**src/uirb_map.svh**
```systemverilog
`ifndef UIRB_MAP_SVH
`define UIRB_MAP_SVH

// ****************************************
// Register addresses
// ****************************************
`define UIRB_ADDR_MODE   16'hffa0
`define UIRB_ADDR_STAT   16'hffa1
`define UIRB_ADDR_BRG    16'hffa2
`define UIRB_ADDR_RXBUF  16'hffa3
`define UIRB_ADDR_TXBUF  16'hffa4

// ****************************************
// Mode register fields
// ****************************************
`define UIRB_TXE         7
`define UIRB_RXE         6
`define UIRB_PS_HI       5
`define UIRB_PS_LO       4
`define UIRB_CL          3
`define UIRB_SL          2
`define UIRB_ISRM        1
`define UIRB_IRDA        0

// ****************************************
// Status register fields
// ****************************************
`define UIRB_PE          2
`define UIRB_FE          1
`define UIRB_OVE         0

// ****************************************
// Baud generator fields
// ****************************************
`define UIRB_TPS_HI      6
`define UIRB_TPS_LO      4
`define UIRB_MDL_HI      3
`define UIRB_MDL_LO      0
`define UIRB_BRG_WMASK   8'h7f
`define UIRB_DIV_BASE    5'h10
`define UIRB_IR_BRGC     8'h10

// ****************************************
// Reset values and timing
// ****************************************
`define UIRB_RST_REG     8'h00
`define UIRB_IR_PULSE_N  3
`define UIRB_IR_PULSE_SH 3

`endif

```
**src/uirb_pkg.sv**
```systemverilog
package uirb_pkg;

	// ****************************************
	// Receiver and transmitter states
	// ****************************************
	typedef enum logic [1:0] {
		UIRB_RX_IDLE  = 2'b00,
		UIRB_RX_START = 2'b01,
		UIRB_RX_BITS  = 2'b10
	} uirb_rx_state_t;

	typedef enum logic [0:0] {
		UIRB_TX_IDLE = 1'b0,
		UIRB_TX_SEND = 1'b1
	} uirb_tx_state_t;

	// ****************************************
	// Baud generator state
	// ****************************************
	typedef struct packed {
		logic [6:0] presc;
		logic       ext_prev;
		logic [4:0] cnt;
		logic       src_tick;
		logic       brg_tick;
	} uirb_brg_state_t;

	// ****************************************
	// Top level state
	// ****************************************
	typedef struct packed {
		logic [7:0]     mode;
		logic [7:0]     brgc;
		logic [2:0]     stat;
		logic           rx_full;
		logic [7:0]     rx_buf;
		logic [7:0]     rdata;
		uirb_rx_state_t rx_state;
		logic           rx_half;
		logic [3:0]     rx_cnt;
		logic [8:0]     rx_sh;
		logic           rx_prev;
		logic [5:0]     ir_str;
		logic           irq_err;
		logic           irq_done;
		logic           done_pend;
		uirb_tx_state_t tx_state;
		logic [11:0]    tx_frame;
		logic [3:0]     tx_left;
		logic           tx_half;
		logic [4:0]     pulse_cnt;
		logic           tx_out;
		logic           tx_oe;
		logic           rx_claim;
		logic           tx_irq;
	} uirb_state_t;

endpackage

```
**src/uirb_brg.sv**
```systemverilog
`timescale 1ns/100ps
`include "uirb_map.svh"

module uirb_brg (
	input  wire logic       ref_clk,
	input  wire logic       rst,
	input  wire logic       restart,
	input  wire logic [7:0] brgc,
	input  wire logic       ext_baud_clock_pin,
	output logic            src_tick,
	output logic            brg_tick
);

	uirb_pkg::uirb_brg_state_t state_r;
	uirb_pkg::uirb_brg_state_t state_nxt;

	logic [2:0] sel;
	logic [3:0] k;

	// Mask of prescaler bits that must be all ones for a source tick
	function automatic logic [6:0] low_mask(input logic [2:0] n);
		logic [6:0] m;
		m = 7'h00;
		for (int i = 0; i < 7; i++) begin
			if (i < int'(n)) begin
				m[i] = 1'b1;
			end
		end
		return m;
	endfunction

	assign sel = brgc[`UIRB_TPS_HI:`UIRB_TPS_LO];
	assign k   = brgc[`UIRB_MDL_HI:`UIRB_MDL_LO];

	// Prescaler, source select and 5-bit divide counter
	always_comb begin
		logic tick;
		tick = 1'b0;
		state_nxt = state_r;
		state_nxt.presc = state_r.presc + 7'h01;
		state_nxt.ext_prev = ext_baud_clock_pin;
		if (sel == 3'h0) begin
			tick = ext_baud_clock_pin & ~state_r.ext_prev;
		end else begin
			tick = (state_r.presc & low_mask(sel)) == low_mask(sel);
		end
		state_nxt.src_tick = tick;
		state_nxt.brg_tick = 1'b0;
		if (restart) begin
			state_nxt.cnt = 5'h00;
		end else if (tick) begin
			// Prohibited k=15 simply divides by 31; no guard is worth the area
			if (state_r.cnt == `UIRB_DIV_BASE - 5'h01 + {1'b0, k}) begin
				state_nxt.cnt = 5'h00;
				state_nxt.brg_tick = 1'b1;
			end else begin
				state_nxt.cnt = state_r.cnt + 5'h01;
			end
		end
	end

	// State register
	always_ff @(posedge ref_clk) begin
		if (rst) begin
			state_r <= '0;
		end else begin
			state_r <= state_nxt;
		end
	end

	assign src_tick = state_r.src_tick;
	assign brg_tick = state_r.brg_tick;

endmodule

```
**src/uirb_top.sv**
```systemverilog
`timescale 1ns/100ps
`include "uirb_map.svh"

// Summary of operation
// - Transmit/receive enables pick stop, receive, transmit or both; enabled direction claims pin.
// - Parity field: none, forced zero unchecked, odd, or even.
// - Length bit picks 7 or 8 data bits; stop bit picks one or two stops.
// - Receiver checks only the first stop bit; missing stop sets framing error.
// - Policy bit 1 suppresses receive-complete interrupt on errored frames.
// - Infrared bit switches enabled directions to pulse signalling.
// - Status is read-only: parity bit 2, framing bit 1, overrun bit 0.
// - Overrun set when frame ends with buffer unread; repeats until buffer read.
// - Reset clears mode, status and baud control registers to 00H.
// - Source select 0 uses external clock pin, n uses main clock over 2^n.
// - Divider k gives source clock over 16+k; 15 is prohibited.
// - Falling line waits half a bit, resamples low, restarts counter, samples data.
// - Receive error interrupt comes before receive completion interrupt.
// - Error flags clear on receive buffer read and are replaced each frame.
// - Infrared zero bit is a 3/16 bit-time pulse starting mid-bit.

module uirb_top (
	input  wire logic        ref_clk,
	input  wire logic        rst,
	input  wire logic [15:0] bus_addr,
	input  wire logic        bus_wr,
	input  wire logic        bus_rd,
	input  wire logic [7:0]  bus_wdata,
	output logic [7:0]       bus_rdata,
	input  wire logic        serial_in_pin,
	input  wire logic        ext_baud_clock_pin,
	output logic             serial_out_pin,
	output logic             serial_out_oe,
	output logic             rx_pin_claimed,
	output logic             rx_complete_irq,
	output logic             rx_error_irq,
	output logic             tx_complete_irq
);

	uirb_pkg::uirb_state_t state_r;
	uirb_pkg::uirb_state_t state_nxt;

	logic tx_restart;
	logic rx_restart;
	logic tx_src_tick;
	logic tx_brg_tick;
	logic rx_src_tick;
	logic rx_brg_tick;

	// ****************************************
	// Helper functions
	// ****************************************

	// Parity bit for the data; odd selects odd parity
	function automatic logic par_bit(input logic [7:0] d, input logic cl, input logic odd);
		logic x;
		x = ^(cl ? d : {1'b0, d[6:0]});
		return odd ? ~x : x;
	endfunction

	// Number of data bits
	function automatic logic [3:0] data_len(input logic cl);
		return cl ? 4'h8 : 4'h7;
	endfunction

	// ****************************************
	// Baud generators, one per direction so each keeps its own phase
	// ****************************************
	uirb_brg u_tx_brg (
		.ref_clk            (ref_clk),
		.rst                (rst),
		.restart            (tx_restart),
		.brgc               (state_r.brgc),
		.ext_baud_clock_pin (ext_baud_clock_pin),
		.src_tick           (tx_src_tick),
		.brg_tick           (tx_brg_tick)
	);

	uirb_brg u_rx_brg (
		.ref_clk            (ref_clk),
		.rst                (rst),
		.restart            (rx_restart),
		.brgc               (state_r.brgc),
		.ext_baud_clock_pin (ext_baud_clock_pin),
		.src_tick           (rx_src_tick),
		.brg_tick           (rx_brg_tick)
	);

	// ****************************************
	// Next state
	// ****************************************
	always_comb begin
		logic       txe;
		logic       rxe;
		logic       ir;
		logic       cl;
		logic [1:0] ps;
		logic       rx_lvl;
		logic       wr_mode;
		logic       wr_brg;
		logic       wr_tx;
		logic       rd_buf;
		logic       smp;
		logic [3:0] nd;
		logic [3:0] nbits;
		logic [2:0] flags;
		logic [7:0] d;
		logic [4:0] plen;
		logic [11:0] fr;
		txe = state_r.mode[`UIRB_TXE];
		rxe = state_r.mode[`UIRB_RXE];
		ir = state_r.mode[`UIRB_IRDA];
		cl = state_r.mode[`UIRB_CL];
		ps = state_r.mode[`UIRB_PS_HI:`UIRB_PS_LO];
		nd = data_len(cl);
		nbits = nd + {3'h0, ps != 2'b00};
		wr_mode = bus_wr && bus_addr == `UIRB_ADDR_MODE;
		wr_brg = bus_wr && bus_addr == `UIRB_ADDR_BRG;
		wr_tx = bus_wr && bus_addr == `UIRB_ADDR_TXBUF;
		rd_buf = bus_rd && bus_addr == `UIRB_ADDR_RXBUF;
		smp = 1'b0;
		flags = 3'h0;
		d = 8'h00;
		fr = 12'hfff;
		plen = 5'((`UIRB_IR_PULSE_N * (16 + int'(state_r.brgc[`UIRB_MDL_HI:`UIRB_MDL_LO]))) >> `UIRB_IR_PULSE_SH);
		// Infrared receive: a high pulse means a zero bit held low for one bit
		rx_lvl = ir ? (state_r.ir_str == 6'h00) : serial_in_pin;
		state_nxt = state_r;
		tx_restart = 1'b0;
		rx_restart = 1'b0;
		state_nxt.irq_err = 1'b0;
		state_nxt.irq_done = 1'b0;
		state_nxt.tx_irq = 1'b0;
		state_nxt.rx_prev = rx_lvl;

		// Register writes; mode rewrite is only safe while stopped
		if (wr_mode) begin
			state_nxt.mode = bus_wdata;
		end
		if (wr_brg) begin
			state_nxt.brgc = bus_wdata & `UIRB_BRG_WMASK;
		end

		// Register reads come back one cycle later
		unique case (bus_addr)
			`UIRB_ADDR_MODE:  state_nxt.rdata = state_r.mode;
			`UIRB_ADDR_STAT:  state_nxt.rdata = {5'h00, state_r.stat};
			`UIRB_ADDR_BRG:   state_nxt.rdata = state_r.brgc;
			`UIRB_ADDR_RXBUF: state_nxt.rdata = state_r.rx_buf;
			default:          state_nxt.rdata = 8'h00;
		endcase
		if (!bus_rd) begin
			state_nxt.rdata = state_r.rdata;
		end

		// Buffer read frees the buffer and clears flags; a finishing frame below wins
		if (rd_buf) begin
			state_nxt.rx_full = 1'b0;
			state_nxt.stat = 3'h0;
		end

		// Pin ownership follows the enables
		state_nxt.tx_oe = txe;
		state_nxt.rx_claim = rxe;

		// Infrared pulse stretcher covers one bit time of source ticks
		if (serial_in_pin) begin
			state_nxt.ir_str = 6'({`UIRB_DIV_BASE + {1'b0, state_r.brgc[3:0]}, 1'b0});
		end else if (rx_src_tick && state_r.ir_str != 6'h00) begin
			state_nxt.ir_str = state_r.ir_str - 6'h01;
		end

		// Completion interrupt follows the error interrupt by one cycle
		if (state_r.done_pend) begin
			state_nxt.irq_done = 1'b1;
			state_nxt.done_pend = 1'b0;
		end

		// ****************************************
		// Receiver
		// ****************************************
		if (!rxe) begin
			state_nxt.rx_state = uirb_pkg::UIRB_RX_IDLE;
		end else begin
			unique case (state_r.rx_state)
				uirb_pkg::UIRB_RX_IDLE: begin
					if (!rx_lvl && (state_r.rx_prev || !state_r.rx_claim)) begin
						rx_restart = 1'b1;
						state_nxt.rx_state = uirb_pkg::UIRB_RX_START;
					end
				end
				uirb_pkg::UIRB_RX_START: begin
					if (rx_brg_tick) begin
						if (!rx_lvl) begin
							rx_restart = 1'b1;
							state_nxt.rx_state = uirb_pkg::UIRB_RX_BITS;
							state_nxt.rx_half = 1'b0;
							state_nxt.rx_cnt = 4'h0;
						end else begin
							state_nxt.rx_state = uirb_pkg::UIRB_RX_IDLE;
						end
					end
				end
				uirb_pkg::UIRB_RX_BITS: begin
					if (rx_brg_tick) begin
						state_nxt.rx_half = ~state_r.rx_half;
						smp = state_r.rx_half;
					end
					if (smp && state_r.rx_cnt < nbits) begin
						state_nxt.rx_sh[state_r.rx_cnt] = rx_lvl;
						state_nxt.rx_cnt = state_r.rx_cnt + 4'h1;
					end else if (smp) begin
						// Only the first stop bit is looked at
						d = cl ? state_r.rx_sh[7:0] : {1'b0, state_r.rx_sh[6:0]};
						flags[`UIRB_FE] = ~rx_lvl;
						if (ps[1]) begin
							flags[`UIRB_PE] = par_bit(d, cl, ~ps[0]) != state_r.rx_sh[nd];
						end
						flags[`UIRB_OVE] = state_r.rx_full;
						state_nxt.stat = flags;
						state_nxt.rx_buf = d;
						state_nxt.rx_full = 1'b1;
						state_nxt.irq_err = flags != 3'h0;
						if (!(state_r.mode[`UIRB_ISRM] && flags != 3'h0)) begin
							state_nxt.done_pend = 1'b1;
						end
						state_nxt.rx_state = uirb_pkg::UIRB_RX_IDLE;
					end
				end
				default: begin
					state_nxt.rx_state = uirb_pkg::UIRB_RX_IDLE;
				end
			endcase
		end

		// ****************************************
		// Transmitter
		// ****************************************
		if (!txe) begin
			state_nxt.tx_state = uirb_pkg::UIRB_TX_IDLE;
			state_nxt.tx_out = 1'b1;
			state_nxt.pulse_cnt = 5'h00;
		end else begin
			unique case (state_r.tx_state)
				uirb_pkg::UIRB_TX_IDLE: begin
					state_nxt.tx_out = ~ir;
					if (wr_tx) begin
						// Frame: start, data LSB first, optional parity, stop ones
						fr[0] = 1'b0;
						for (int i = 0; i < 8; i++) begin
							if (i < int'(nd)) begin
								fr[1 + i] = bus_wdata[i];
							end
						end
						if (ps != 2'b00) begin
							fr[nd + 4'h1] = ps[1] & par_bit(bus_wdata, cl, ~ps[0]);
						end
						state_nxt.tx_frame = fr;
						state_nxt.tx_left = nbits + 4'h1 + {3'h0, state_r.mode[`UIRB_SL]};
						state_nxt.tx_half = 1'b0;
						tx_restart = 1'b1;
						state_nxt.tx_state = uirb_pkg::UIRB_TX_SEND;
					end
				end
				uirb_pkg::UIRB_TX_SEND: begin
					if (tx_brg_tick) begin
						state_nxt.tx_half = ~state_r.tx_half;
						if (state_r.tx_half) begin
							state_nxt.tx_frame = {1'b1, state_r.tx_frame[11:1]};
							if (state_r.tx_left == 4'h0) begin
								state_nxt.tx_state = uirb_pkg::UIRB_TX_IDLE;
								state_nxt.tx_irq = 1'b1;
							end else begin
								state_nxt.tx_left = state_r.tx_left - 4'h1;
							end
						end else if (ir && !state_r.tx_frame[0]) begin
							state_nxt.pulse_cnt = plen;
						end
					end else if (tx_src_tick && state_r.pulse_cnt != 5'h00) begin
						state_nxt.pulse_cnt = state_r.pulse_cnt - 5'h01;
					end
					if (ir) begin
						state_nxt.tx_out = state_nxt.pulse_cnt != 5'h00;
					end else begin
						state_nxt.tx_out = state_nxt.tx_frame[0];
					end
				end
				default: begin
					state_nxt.tx_state = uirb_pkg::UIRB_TX_IDLE;
				end
			endcase
		end
	end

	// ****************************************
	// State register
	// ****************************************
	always_ff @(posedge ref_clk) begin
		if (rst) begin
			state_r <= '0;
			state_r.tx_out <= 1'b1;
			state_r.rx_prev <= 1'b1;
		end else begin
			state_r <= state_nxt;
		end
	end

	// Outputs straight from flops
	assign bus_rdata       = state_r.rdata;
	assign serial_out_pin  = state_r.tx_out;
	assign serial_out_oe   = state_r.tx_oe;
	assign rx_pin_claimed  = state_r.rx_claim;
	assign rx_complete_irq = state_r.irq_done;
	assign rx_error_irq    = state_r.irq_err;
	assign tx_complete_irq = state_r.tx_irq;

endmodule

```
**config.mk**
```make
export PLATFORM = sky130hd
export DESIGN_NAME = uirb_top
export DESIGN_NICKNAME = d
export VERILOG_FILES = /design/src/uirb_pkg.sv /design/src/uirb_brg.sv /design/src/uirb_top.sv
export VERILOG_INCLUDE_DIRS = /design/src /design/src/src
export SDC_FILE = /design/constraint.sdc
export NUM_CORES = 1
export LEC_CHECK = 0
export ABC_AREA = 1
export BUFFER_PORTS_ARGS = -buffer_cell sky130_fd_sc_hd__buf_2
export CORE_MARGIN = 3
export CORE_UTILIZATION = 40
export CTS_CLUSTER_DIAMETER = 80
export CTS_CLUSTER_SIZE = 25
export DETAILED_ROUTE_END_ITERATION = 12
export PLACE_DENSITY = 0.67
export SYNTH_ARGS = -nofsm -noshare
export SYNTH_HDL_FRONTEND = slang
export SYNTH_SLANG_ARGS = --single-unit
```
**constraint.sdc**
```tcl
create_clock -name ref_clk -period 2.3 [get_ports ref_clk]
set_clock_uncertainty 0.15 [all_clocks]
set_input_delay 0.115 -clock ref_clk [delete_from_list [all_inputs] [get_ports ref_clk]]
set_output_delay 0.115 -clock ref_clk [all_outputs]
set_load 0.02 [all_outputs]
```
==> results.py, run 1 <==
metrics = {
    "cells_and_area": {
        "post-route-util_pct": 49.2,
        "instances_no_fill": 1189,
        "syn2layout_area_growth_pct": 19.2,
        "final_common_cell": "nand2_1",
        "fin_nets": 1023,
        "final_layout_size_suffix_gt1_share_pct": 13.2,
        "nFillCells": 1533,
        "final_cell_mix": "nand2_1, dfxtp_1, inv_1",
        "diodes": 0,
    },
    "sta": {
        "setup_tns_ns": 0,
        "setup_viol": 0,
        "maxSlewViolCount": 0,
        "fin_crit_sh_pct": 92.6,
        "fin_crit_ns": 2.13,
        "hold_viol_final": 0,
        "worst_pin_slew_ns": 0.574,
        "maxSlewHeadroom_pct": 61.7,
        "max_freq_ghz": 0.469,
    },
    "grt": {
        "grt_pass1_vias": 5337,
        "track_usage_pct": 18.0,
        "grt_antenna_before_repair": 0,
        "grt_max_degree": 60,
        "grt_first_pass_wirelength_mm": 25.8,
        "overflow": 0,
    },
    "routing": {
        "wl_met1_mm": 7.74,
        "vias": 5850,
        "route.detailed.drc": 0,
        "drt-vias-per-instance": 4.92,
        "dr_wl_met2_mm": 7.02,
        "drt_iter0_markers": 327,
        "wl_per_cell_um": 13.0,
        "dr_wl_met3_um": 603,
        "top_layer_used": "met4",
        "drt_first_pass_iters": 5,
        "drtAntennaViolNets": 0,
        "wirelength_mm": 15.5,
    },
    "critical_path": {
        "arrival_ns": 2.33,
        "cp-start-kind": "flop",
        "cp.required_ns": 2.50,
        "crit_type": "reg2reg",
        "end_kind": "flop",
        "crit_fanout": 3,
    },
    "worst_hold_path": {
        "hold_class": "in2reg",
    },
    "clock_network": {
        "cts_buffer_depth": 2,
        "clkLatencyLatePin_ns": 0.41,
        "cts_max_level": 4,
        "path_clk_slew_ns": 0.06,
        "cts_tree": "built",
        "cts_sinks": 117,
        "cts_buffers": 17,
        "cts-root-buf": "clkbuf_16",
    },
    "synth": {
        "avgSynthCellArea_um2": 7.02,
        "synth_seq_cells": 117,
        "synth_fp_nets": 959,
        "synth_cells": 901,
        "ys_types": 45,
        "synth_warnings": 0,
        "yosysSeqAreaShare_pct": 37.0,
        "netlist_area_um2": 6320,
    },
    "die": {
        "fp.dieH_um": 132,
        "start_util_pct": 41.3,
        "die_w_um": 132,
        "dieArea_um2": 17400,
        "core_area_um2": 15300,
        "ios": 44,
        "rows": 45,
    },
    "place": {
        "hpwl_mm": 11.1,
        "dp.cells": 1142,
        "gp_congestion": 0.876,
        "numPortBuffers": 43,
    },
    "status": {
        "run_status": "finished clean",
    },
    "power_and_ir_drop": {
        "power_mw": 4.93,
        "power_density_nw_per_um2": 654,
        "p_leak_nw": 3.21,
        "ir_drop_uv": 511,
    },
    "run": {
        "cap_violations": 0,
    },
}
## stage by stage
stage | hold WS, ns | area, um^2 | worst slack [ns]
CTS | 0.00932 | 7470 | 0.0385
global placement | 0.204 | 6760 | 0.119
floorplan | 0.0851 | 6320 | 0.0945
finish | 0.0174 | 7540 | 0.169
global route | 0.0566 | 7540 | -0.0324
detailed placement | 0.208 | 6760 | 0.0542
## synth_stat cells
| master | instances | area share, % |
|---|---|---|
| o221ai_1 | 3 | 0.42 |
| nand2_1 | 188 | 11 |
| nand3_1 | 51 | 4.0 |
| nor2_2 | 4 | 0.40 |
| inv_1 | 117 | 6.9 |
| o211ai_1 | 5 | 0.59 |
| or2_1 | 2 | 0.20 |
| fa_1 | 1 | 0.32 |
| nor2_8 | 1 | 0.32 |
| nor2_4 | 1 | 0.18 |
| o21a_1 | 3 | 0.36 |
| nor3_2 | 4 | 0.63 |
| or2_2 | 1 | 0.099 |
| dfxtp_1 | 117 | 37 |
| buf_2 | 5 | 0.40 |
| o21ai_1 | 9 | 0.71 |
| nor4_1 | 2 | 0.20 |
| xnor2_1 | 13 | 1.8 |
| nand2_2 | 2 | 0.20 |
| o311ai_0 | 1 | 0.14 |
| buf_4 | 11 | 1.3 |
| inv_2 | 3 | 0.18 |
| o22ai_1 | 5 | 0.49 |
| clkbuf_2 | 2 | 0.16 |
| buf_1 | 3 | 0.18 |
| a21oi_4 | 1 | 0.26 |
| nand3_2 | 4 | 0.63 |
| buf_6 | 2 | 0.36 |
| nand4_1 | 11 | 1.1 |
| nor3b_1 | 2 | 0.24 |
| clkbuf_1 | 9 | 0.53 |
| a31oi_1 | 12 | 1.2 |
| a21oi_1 | 75 | 5.9 |
| o21ai_0 | 72 | 5.7 |
| ha_1 | 27 | 5.3 |
| a221oi_1 | 1 | 0.14 |
| nor3_1 | 13 | 1.0 |
| or3_1 | 1 | 0.099 |
| a211oi_1 | 1 | 0.12 |
| o31ai_1 | 2 | 0.24 |
| nand3b_1 | 3 | 0.36 |
| xor2_1 | 16 | 2.2 |
| o21ai_2 | 2 | 0.28 |
| nor4_4 | 1 | 0.34 |
| nor2_1 | 92 | 5.5 |
## logic make-up after synthesis
kind of cell / Yosys count / synth area share, %
AO/OA/AOI/OAI: 192 / 16.6
flip-flops: 117 / 37.0
buffers and inverters: 152 / 10.1
XOR/XNOR: 29 / 4.02
AND/OR/NAND/NOR: 383 / 26.7
adder cells (fa/ha/maj): 28 / 5.66
## state kept, by name (all words and copies together), names as in the netlist, named ones only
signal,count
rx_error_irq,1
u_tx_brg.src_tick,1
rx_complete_irq,1
u_rx_brg.brg_tick,1
u_tx_brg.brg_tick,1
state_nxt,2
u_tx_brg.state_r,13
serial_out_pin,1
u_rx_brg.src_tick,1
serial_out_oe,1
state_r,63
u_rx_brg.state_r,12
bus_rdata,8
tx_complete_irq,1
rx_pin_claimed,1
## final cells by class
class | instances | area [um^2] | share of cell area, %
Sequential cell | 117 | 2340 | 31.1
Tap cell | 211 | 264 | 3.50
Inverter | 120 | 453 | 6.01
Clock inverter | 15 | 158 | 2.09
Timing Repair Buffer | 77 | 503 | 6.67
Clock buffer | 17 | 425 | 5.64
Multi-Input combinational cell | 632 | 3390 | 45.0
## path summary, 6_finish.rpt
path                                  start              end  slack (ns)  depth (start not counted)
worst min register to register  state_r[27]  rx_complete_irq        0.26                          2
worst max-delay path            state_r[86]             flop        0.17                         15
worst min-delay path            bus_addr[2]      state_r[26]        0.02                          5
worst max register to register  state_r[86]             flop        0.17                         15
## what timing repair did
| item | in CTS | in global routing |
|---|---|---|
| setup buffers | 0 | 2 |
| gates resized for setup | 0 | 16 |
| hold buffers | 13 | 0 |
| endpoints found under the hold margin | 41 | 0 |
| endpoints found under the setup margin | 0 | 26 |
## per-layer routing
metal / up-vias / global-route usage, %
met5: - / 0
met1: 2645 / 24.6
met2: 108 / 28.8
li1: 3083 / -
met3: 14 / 3.94
met4: 0 / 4.78
## worst max-delay path, stage by stage, from the launching register on
cell	delay, ns
dfxtp_1	0.33
nor2_4	0.16
ha_4	0.15
inv_1	0.05
ha_1	0.27
o21ai_1	0.07
nand2_1	0.06
nand3_1	0.06
nand2_1	0.09
inv_2	0.09
nand2_4	0.07
nor2_4	0.13
nand3_2	0.10
nor2_2	0.15
a21oi_2	0.05
nor2_1	0.08
## report_power, final
part | switching [mW] | internal (mW) | total (mW)
clock | 1.01 | 1.60 | 2.61
sequential | 0.0239 | 2.05 | 2.08
combinational | 0.151 | 0.0933 | 0.244
total | 1.19 | 3.74 | 4.93
No activity file was read; power rests on OpenSTA's default activity.
==> inputs of run 2 (changes only) <==
- CORE_MARGIN: 3 -> 5
- REMOVE_ABC_BUFFERS: unset -> 1
==> results.py, run 2 (same netlist as run 1, synthesis figures left out) <==
metrics = {
    "status": {
        "run_status": "finished clean",
    },
    "routing": {
        "drtAntennaViolNets": 0,
        "drt-vias-per-instance": 4.88,
        "vias": 5837,
        "wirelength_mm": 15.4,
        "drt_iter0_markers": 351,
        "drt_first_pass_iters": 5,
        "wl_per_cell_um": 12.9,
        "route.detailed.drc": 0,
    },
    "die": {
        "ios": 44,
        "dieArea_um2": 18400,
        "start_util_pct": 40.2,
        "fp.dieH_um": 136,
        "core_area_um2": 15700,
        "die_w_um": 136,
        "rows": 46,
    },
    "cells_and_area": {
        "fin_nets": 1026,
        "final_common_cell": "nand2_1",
        "nFillCells": 1625,
        "stdcell_area_um2": 7560,
        "syn2layout_area_growth_pct": 19.6,
        "multi_input_area_um2": 3390,
        "final_layout_size_suffix_gt1_share_pct": 12.9,
        "seqCellArea_um2": 2340,
        "final_cell_mix": "nand2_1, dfxtp_1, inv_1",
        "instances_no_fill": 1197,
        "top_regs": "state_r: 63 flops, u_tx_brg.state_r: 13 flops, u_rx_brg.state_r: 12 flops",
        "post-route-util_pct": 48.1,
        "largest_reg_flops": 63,
        "regMostFlops": "state_r",
        "diodes": 0,
    },
    "critical_path": {
        "rr_startpoint": "state_r[85]",
        "worst-path-buf-inv": 3,
        "arrival_ns": 2.26,
        "cp.required_ns": 2.46,
        "critPathTopFamily": "simple AND/OR/NAND/NOR gates",
        "crit_cells": 15,
        "rrSetupSlack_ns": 0.20,
        "path_cells": "nor2_4, ha_4, inv_1, ha_1, o21ai_1, nand2_1, nand3_1, nand2_2, inv_2, nand2_4, nor2_4, buf_4, nand3_1, nand2_1, nor2_1",
        "crit_type": "reg2reg",
        "crit_path_top_delay_cell": "dfxtp_1",
        "crit_start": "state_r[85]",
        "cp-start-kind": "flop",
        "cp_slowest_stage_delay_ns": 0.33,
        "crit_fanout": 4,
        "reg2regPathDepth": 15,
        "end_kind": "flop",
    },
    "place": {
        "numPortBuffers": 43,
        "place_area_um2": 6790,
        "hpwl_mm": 11.4,
        "gp_congestion": 0.878,
        "pre_cts_slack_ns": -0.00700,
        "dp.cells": 1148,
    },
    "clock_network": {
        "cts_buffer_depth": 2,
        "cts-root-buf": "clkbuf_16",
        "cts_tree": "built",
        "cts_sinks": 117,
        "cts_buffers": 17,
        "clkLatencyLatePin_ns": 0.42,
        "cts_max_level": 4,
        "path_clk_slew_ns": 0.05,
    },
    "grt": {
        "overflow": 0,
        "grt_first_pass_wirelength_mm": 25.3,
        "track_usage_pct": 17.3,
        "grt_max_degree": 38,
        "grt_pass1_vias": 5263,
        "grt_antenna_before_repair": 0,
    },
    "sta": {
        "maxSlewViolCount": 0,
        "hold_viol_final": 0,
        "setup_ws_ns": 0.195,
        "setup_viol": 0,
        "fin_crit_ns": 2.10,
        "setup_tns_ns": 0,
        "fin_crit_sh_pct": 91.5,
        "worst_pin_slew_ns": 0.550,
        "max_freq_ghz": 0.475,
        "holdWs_ns": 0.0502,
        "maxSlewHeadroom_pct": 63.3,
    },
    "power_and_ir_drop": {
        "p_clk_share_pct": 52.3,
        "seqPwrFrac_pct": 42.6,
        "intPower_mw": 3.79,
        "switching_share_pct": 22.3,
        "p_leak_nw": 3.24,
        "p_switching_mw": 1.09,
        "power_mw": 4.87,
        "power_density_nw_per_um2": 645,
        "pwr-share-comb_pct": 5.1,
        "ir_drop_uv": 523,
    },
    "worst_hold_path": {
        "min-delay-start": "bus_wr",
        "whs_path_depth": 4,
        "hold_class": "in2reg",
    },
    "run": {
        "cap_violations": 0,
    },
}
[run 2: changes by cell type in the layout (fill, tap and decap cells not counted), sizes merged]
cell	delta
buf	+2
clkinv	-1
inv	-2
clkinvlp	-1
clkbuf	+5
[run 2: power groups by stage]
stage               combinational, mW  clock, mW  sequential, mW
CTS                             0.251       2.60            2.07
floorplan                       0.129          0            2.11
global placement                0.230          0            2.12
finish                          0.250       2.55            2.07
detailed placement              0.232          0            2.12
global route                    0.283       2.70            2.08
[run 2: final cells by class]
cell class | count | share of cell area, %
Clock inverter | 10 | 1.39
Sequential cell | 117 | 31.0
Multi-Input combinational cell | 632 | 44.8
Tap cell | 216 | 3.58
Timing Repair inverter | 1 | 0.0993
Clock buffer | 22 | 6.14
Timing Repair Buffer | 79 | 7.02
Inverter | 120 | 5.99
[run 2: timing repair]
action,4_1_cts,5_1_grt
resized for setup,1,14
gates cloned,0,1
pin swaps,0,2
setup endpoints to repair,1,19
hold buffers,13,0
hold endpoints to repair,44,0
buffers inserted,0,3
[run 2: metal layers]
layer	vias to the layer above	track usage, %	share of wire (%)
met3	22	4.72	3.5
met4	0	5.04	1.5
met2	105	28.4	48
met1	2632	22.4	47
li1	3078	-	-
met5	-	0	0
[run 2: worst min-delay path by stage]
| stage | slack, ns | to |
|---|---|---|
| 3_5_place_dp | 0.21 | u_tx_brg.state_r[7] |
| 2_1_floorplan | 0.03 | u_rx_brg.state_r[8] |
| 5_1_grt | 0.04 | state_r[26] |
| 4_1_cts | 0.03 | state_r[26] |
| 6_report | 0.05 | state_nxt[2] |
| 3_3_place_gp | 0.21 | u_tx_brg.state_r[7] |
[run 2: worst reg2reg max path: stages, from the launching register on]
cell and delay (ns):
dfxtp_1 0.33, nor2_4 0.17, ha_4 0.15, inv_1 0.05, ha_1 0.26, o21ai_1 0.07
nand2_1 0.06, nand3_1 0.08, nand2_2 0.07, inv_2 0.08, nand2_4 0.08, nor2_4 0.12
buf_4 0.13, nand3_1 0.06, nand2_1 0.09, nor2_1 0.04
==> inputs of run 3 (changes only) <==
- ABC_AREA: 1 -> unset
==> results.py, run 3 <==
metrics = {
    "synth": {
        "synth_warnings": 0,
        "synth_xor_area_share_pct": 7.16,
        "ys_async_sr_fraction_pct": 0,
        "yosys_most_used_dff": "dfxtp_1",
        "ys_types": 70,
        "synth_edf_count": 0,
        "synth_commonest_cells": "dfxtp_1, nor2_1, nand2_1, a21oi_1, mux2i_1",
        "avgSynthCellArea_um2": 8.82,
        "synth_mux_area_share_pct": 7.36,
        "synth_area_leader_cell": "dfxtp_1",
        "synth-adder-area-share_pct": 5.83,
        "yosys.area_share.simple_pct": 21.2,
        "synth_most_common_cell": "dfxtp_1",
        "synth_cells": 696,
        "synth_top_family_by_area": "simple AND/OR/NAND/NOR gates",
        "synth_compound_area_share_pct": 14.7,
        "yosys-top-cells-area": "dfxtp_1, mux2i_1, ha_1, nor2_1, xnor2_1",
        "yosysSeqAreaShare_pct": 38.2,
        "netlist_area_um2": 6140,
        "synth_seq_cells": 117,
        "netlist.area_leader.share_pct": 38.2,
    },
    "grt": {
        "grt_first_pass_wirelength_mm": 24.3,
        "overflow": 0,
        "track_usage_pct": 17.0,
        "grt_pass1_vias": 5032,
        "grt_antenna_before_repair": 0,
        "grt_max_degree": 87,
    },
    "worst_hold_path": {
        "hold_class": "in2reg",
    },
    "cells_and_area": {
        "stdcell_area_um2": 7720,
        "top_regs": "state_r: 63 flops, u_tx_brg.state_r: 13 flops, u_rx_brg.state_r: 12 flops",
        "seqCellArea_um2": 2340,
        "post-route-util_pct": 51.0,
        "multi_input_area_um2": 3580,
        "instances_no_fill": 987,
        "nFillCells": 1380,
        "diodes": 0,
        "regMostFlops": "state_r",
        "largest_reg_flops": 63,
        "syn2layout_area_growth_pct": 25.8,
        "final_layout_size_suffix_gt1_share_pct": 23.7,
        "final_cell_mix": "dfxtp_1, nor2_1, buf_4",
        "final_common_cell": "dfxtp_1",
        "fin_nets": 844,
    },
    "power_and_ir_drop": {
        "ir_drop_uv": 495,
        "p_leak_nw": 3.13,
        "power_density_nw_per_um2": 649,
    },
    "status": {
        "run_status": "complete, but fails checks",
        "violations": "setup timing",
    },
    "routing": {
        "drt-vias-per-instance": 5.29,
        "drt_iter0_markers": 321,
        "route.detailed.drc": 0,
        "wl_per_cell_um": 15.0,
        "vias": 5226,
        "drt_first_pass_iters": 6,
        "drtAntennaViolNets": 0,
        "wirelength_mm": 14.8,
    },
    "critical_path": {
        "crit_fanout": 5,
        "cp-start-kind": "flop",
        "cp.required_ns": 2.50,
        "arrival_ns": 2.54,
        "end_kind": "flop",
        "crit_type": "reg2reg",
    },
    "clock_network": {
        "cts_buffers": 17,
        "clkLatencyLatePin_ns": 0.42,
        "cts_buffer_depth": 2,
        "cts-root-buf": "clkbuf_16",
        "cts_tree": "built",
        "cts_sinks": 117,
        "cts_max_level": 4,
        "path_clk_slew_ns": 0.05,
    },
    "sta": {
        "fin_crit_ns": 2.35,
        "worst_pin_slew_ns": 0.650,
        "max_freq_ghz": 0.426,
        "setup_ws_ns": -0.0498,
        "fin_crit_sh_pct": 102,
        "maxSlewHeadroom_pct": 55.8,
        "rsz0062_at_grt": "yes",
        "hold_viol_final": 0,
        "setup_viol": 3,
        "maxSlewViolCount": 0,
    },
    "place": {
        "hpwl_mm": 10.4,
        "place_area_um2": 6800,
        "numPortBuffers": 43,
        "gp_congestion": 0.872,
        "dp.cells": 935,
    },
    "die": {
        "dieArea_um2": 17900,
        "core_area_um2": 15100,
        "start_util_pct": 40.5,
        "die_w_um": 134,
        "rows": 45,
        "fp.dieH_um": 134,
        "ios": 44,
    },
    "run": {
        "cap_violations": 0,
    },
}
==> run 3: cell types whose count changed after synthesis, sizes merged, moves of 15 or more <==
cell | before | now
nand2 | 190 | 50
inv | 120 | 33
o21ai | 83 | 23
a21oi | 76 | 35
mux2i | 0 | 35
nand3 | 55 | 29
a211oi | 1 | 26
xnor2 | 13 | 32
nor2 | 98 | 83
==> run 3: per-stage QoR <==
stage	setup WS [ns]	power, mW	hold slack [ns]	setup TNS (ns)
global route	-0.179	5.19	0.0437	-2.02
CTS	-0.0104	5.05	0.0242	-0.0246
global placement	-0.0740	2.35	0.230	-0.644
finish	-0.0498	5.01	0.0290	-0.0981
floorplan	-0.400	2.23	0.0296	-11.16
detailed placement	-0.163	2.35	0.242	-1.80
==> run 3: per-layer routing <==
metal | wire length, um | GRT usage [%]
met1 | 6700 | 21.0
met2 | 7090 | 27.7
met3 | 601 | 4.84
met4 | 371 | 7.54
met5 | 0 | 0
==> run 3: report_power, final <==
group | total (mW) | internal, mW | switching (mW) | leakage (nW)
Clock | 2.68 | 1.76 | 0.923 | 0.298
Combinational | 0.255 | 0.112 | 0.142 | 1.89
Sequential | 2.08 | 2.05 | 0.0229 | 0.947
Total | 5.01 | 3.92 | 1.09 | 3.13
==> run 3: timing repair <==
item,4_1_cts,5_1_grt
endpoints found under the setup margin,19,40
setup buffers,3,5
hold buffers,12,0
resized for setup,14,22
pin swaps,8,14
hold endpoints to repair,25,0
==> run 3: worst max-delay path, stage by stage, from the launching register on <==
cell and delay [ns]:
dfxtp_2 0.32, inv_2 0.06, nand2_2 0.06, inv_2 0.07, ha_4 0.14, inv_4 0.04, ha_4 0.22, o21a_1 0.09
o211ai_1 0.24, nand4_1 0.20, buf_6 0.18, nor3b_4 0.25, nor2_2 0.07, a211oi_2 0.18
==> run 3: path summary, 6_finish.rpt <==
check | cells past startpoint | start | endpoint | slack (ns)
setup / recovery | 13 | state_r[86] | flop | -0.05
hold reg to reg | 1 | state_r[27] | rx_complete_irq | 0.30
setup reg to reg | 13 | state_r[86] | flop | -0.05
hold / removal | 4 | bus_wr | state_nxt[1] | 0.03
==> run 3: cells by family after synthesis <==
group,after synthesis
AND/OR/NAND/NOR,254
AO/OA/AOI/OAI,130
flip-flops,117
buffers and inverters,79
XOR/XNOR,47
multiplexers,41
adder cells (fa/ha/maj),28
==> run 3: final cells by class <==
class,instances,area share [%]
clock inverters,8,1.23
clock buffers,24,6.63
multi-input cells,500,46.4
flip-flops and latches,117,30.4
inverters,34,1.69
well taps,188,3.05
repair buffers,116,10.6
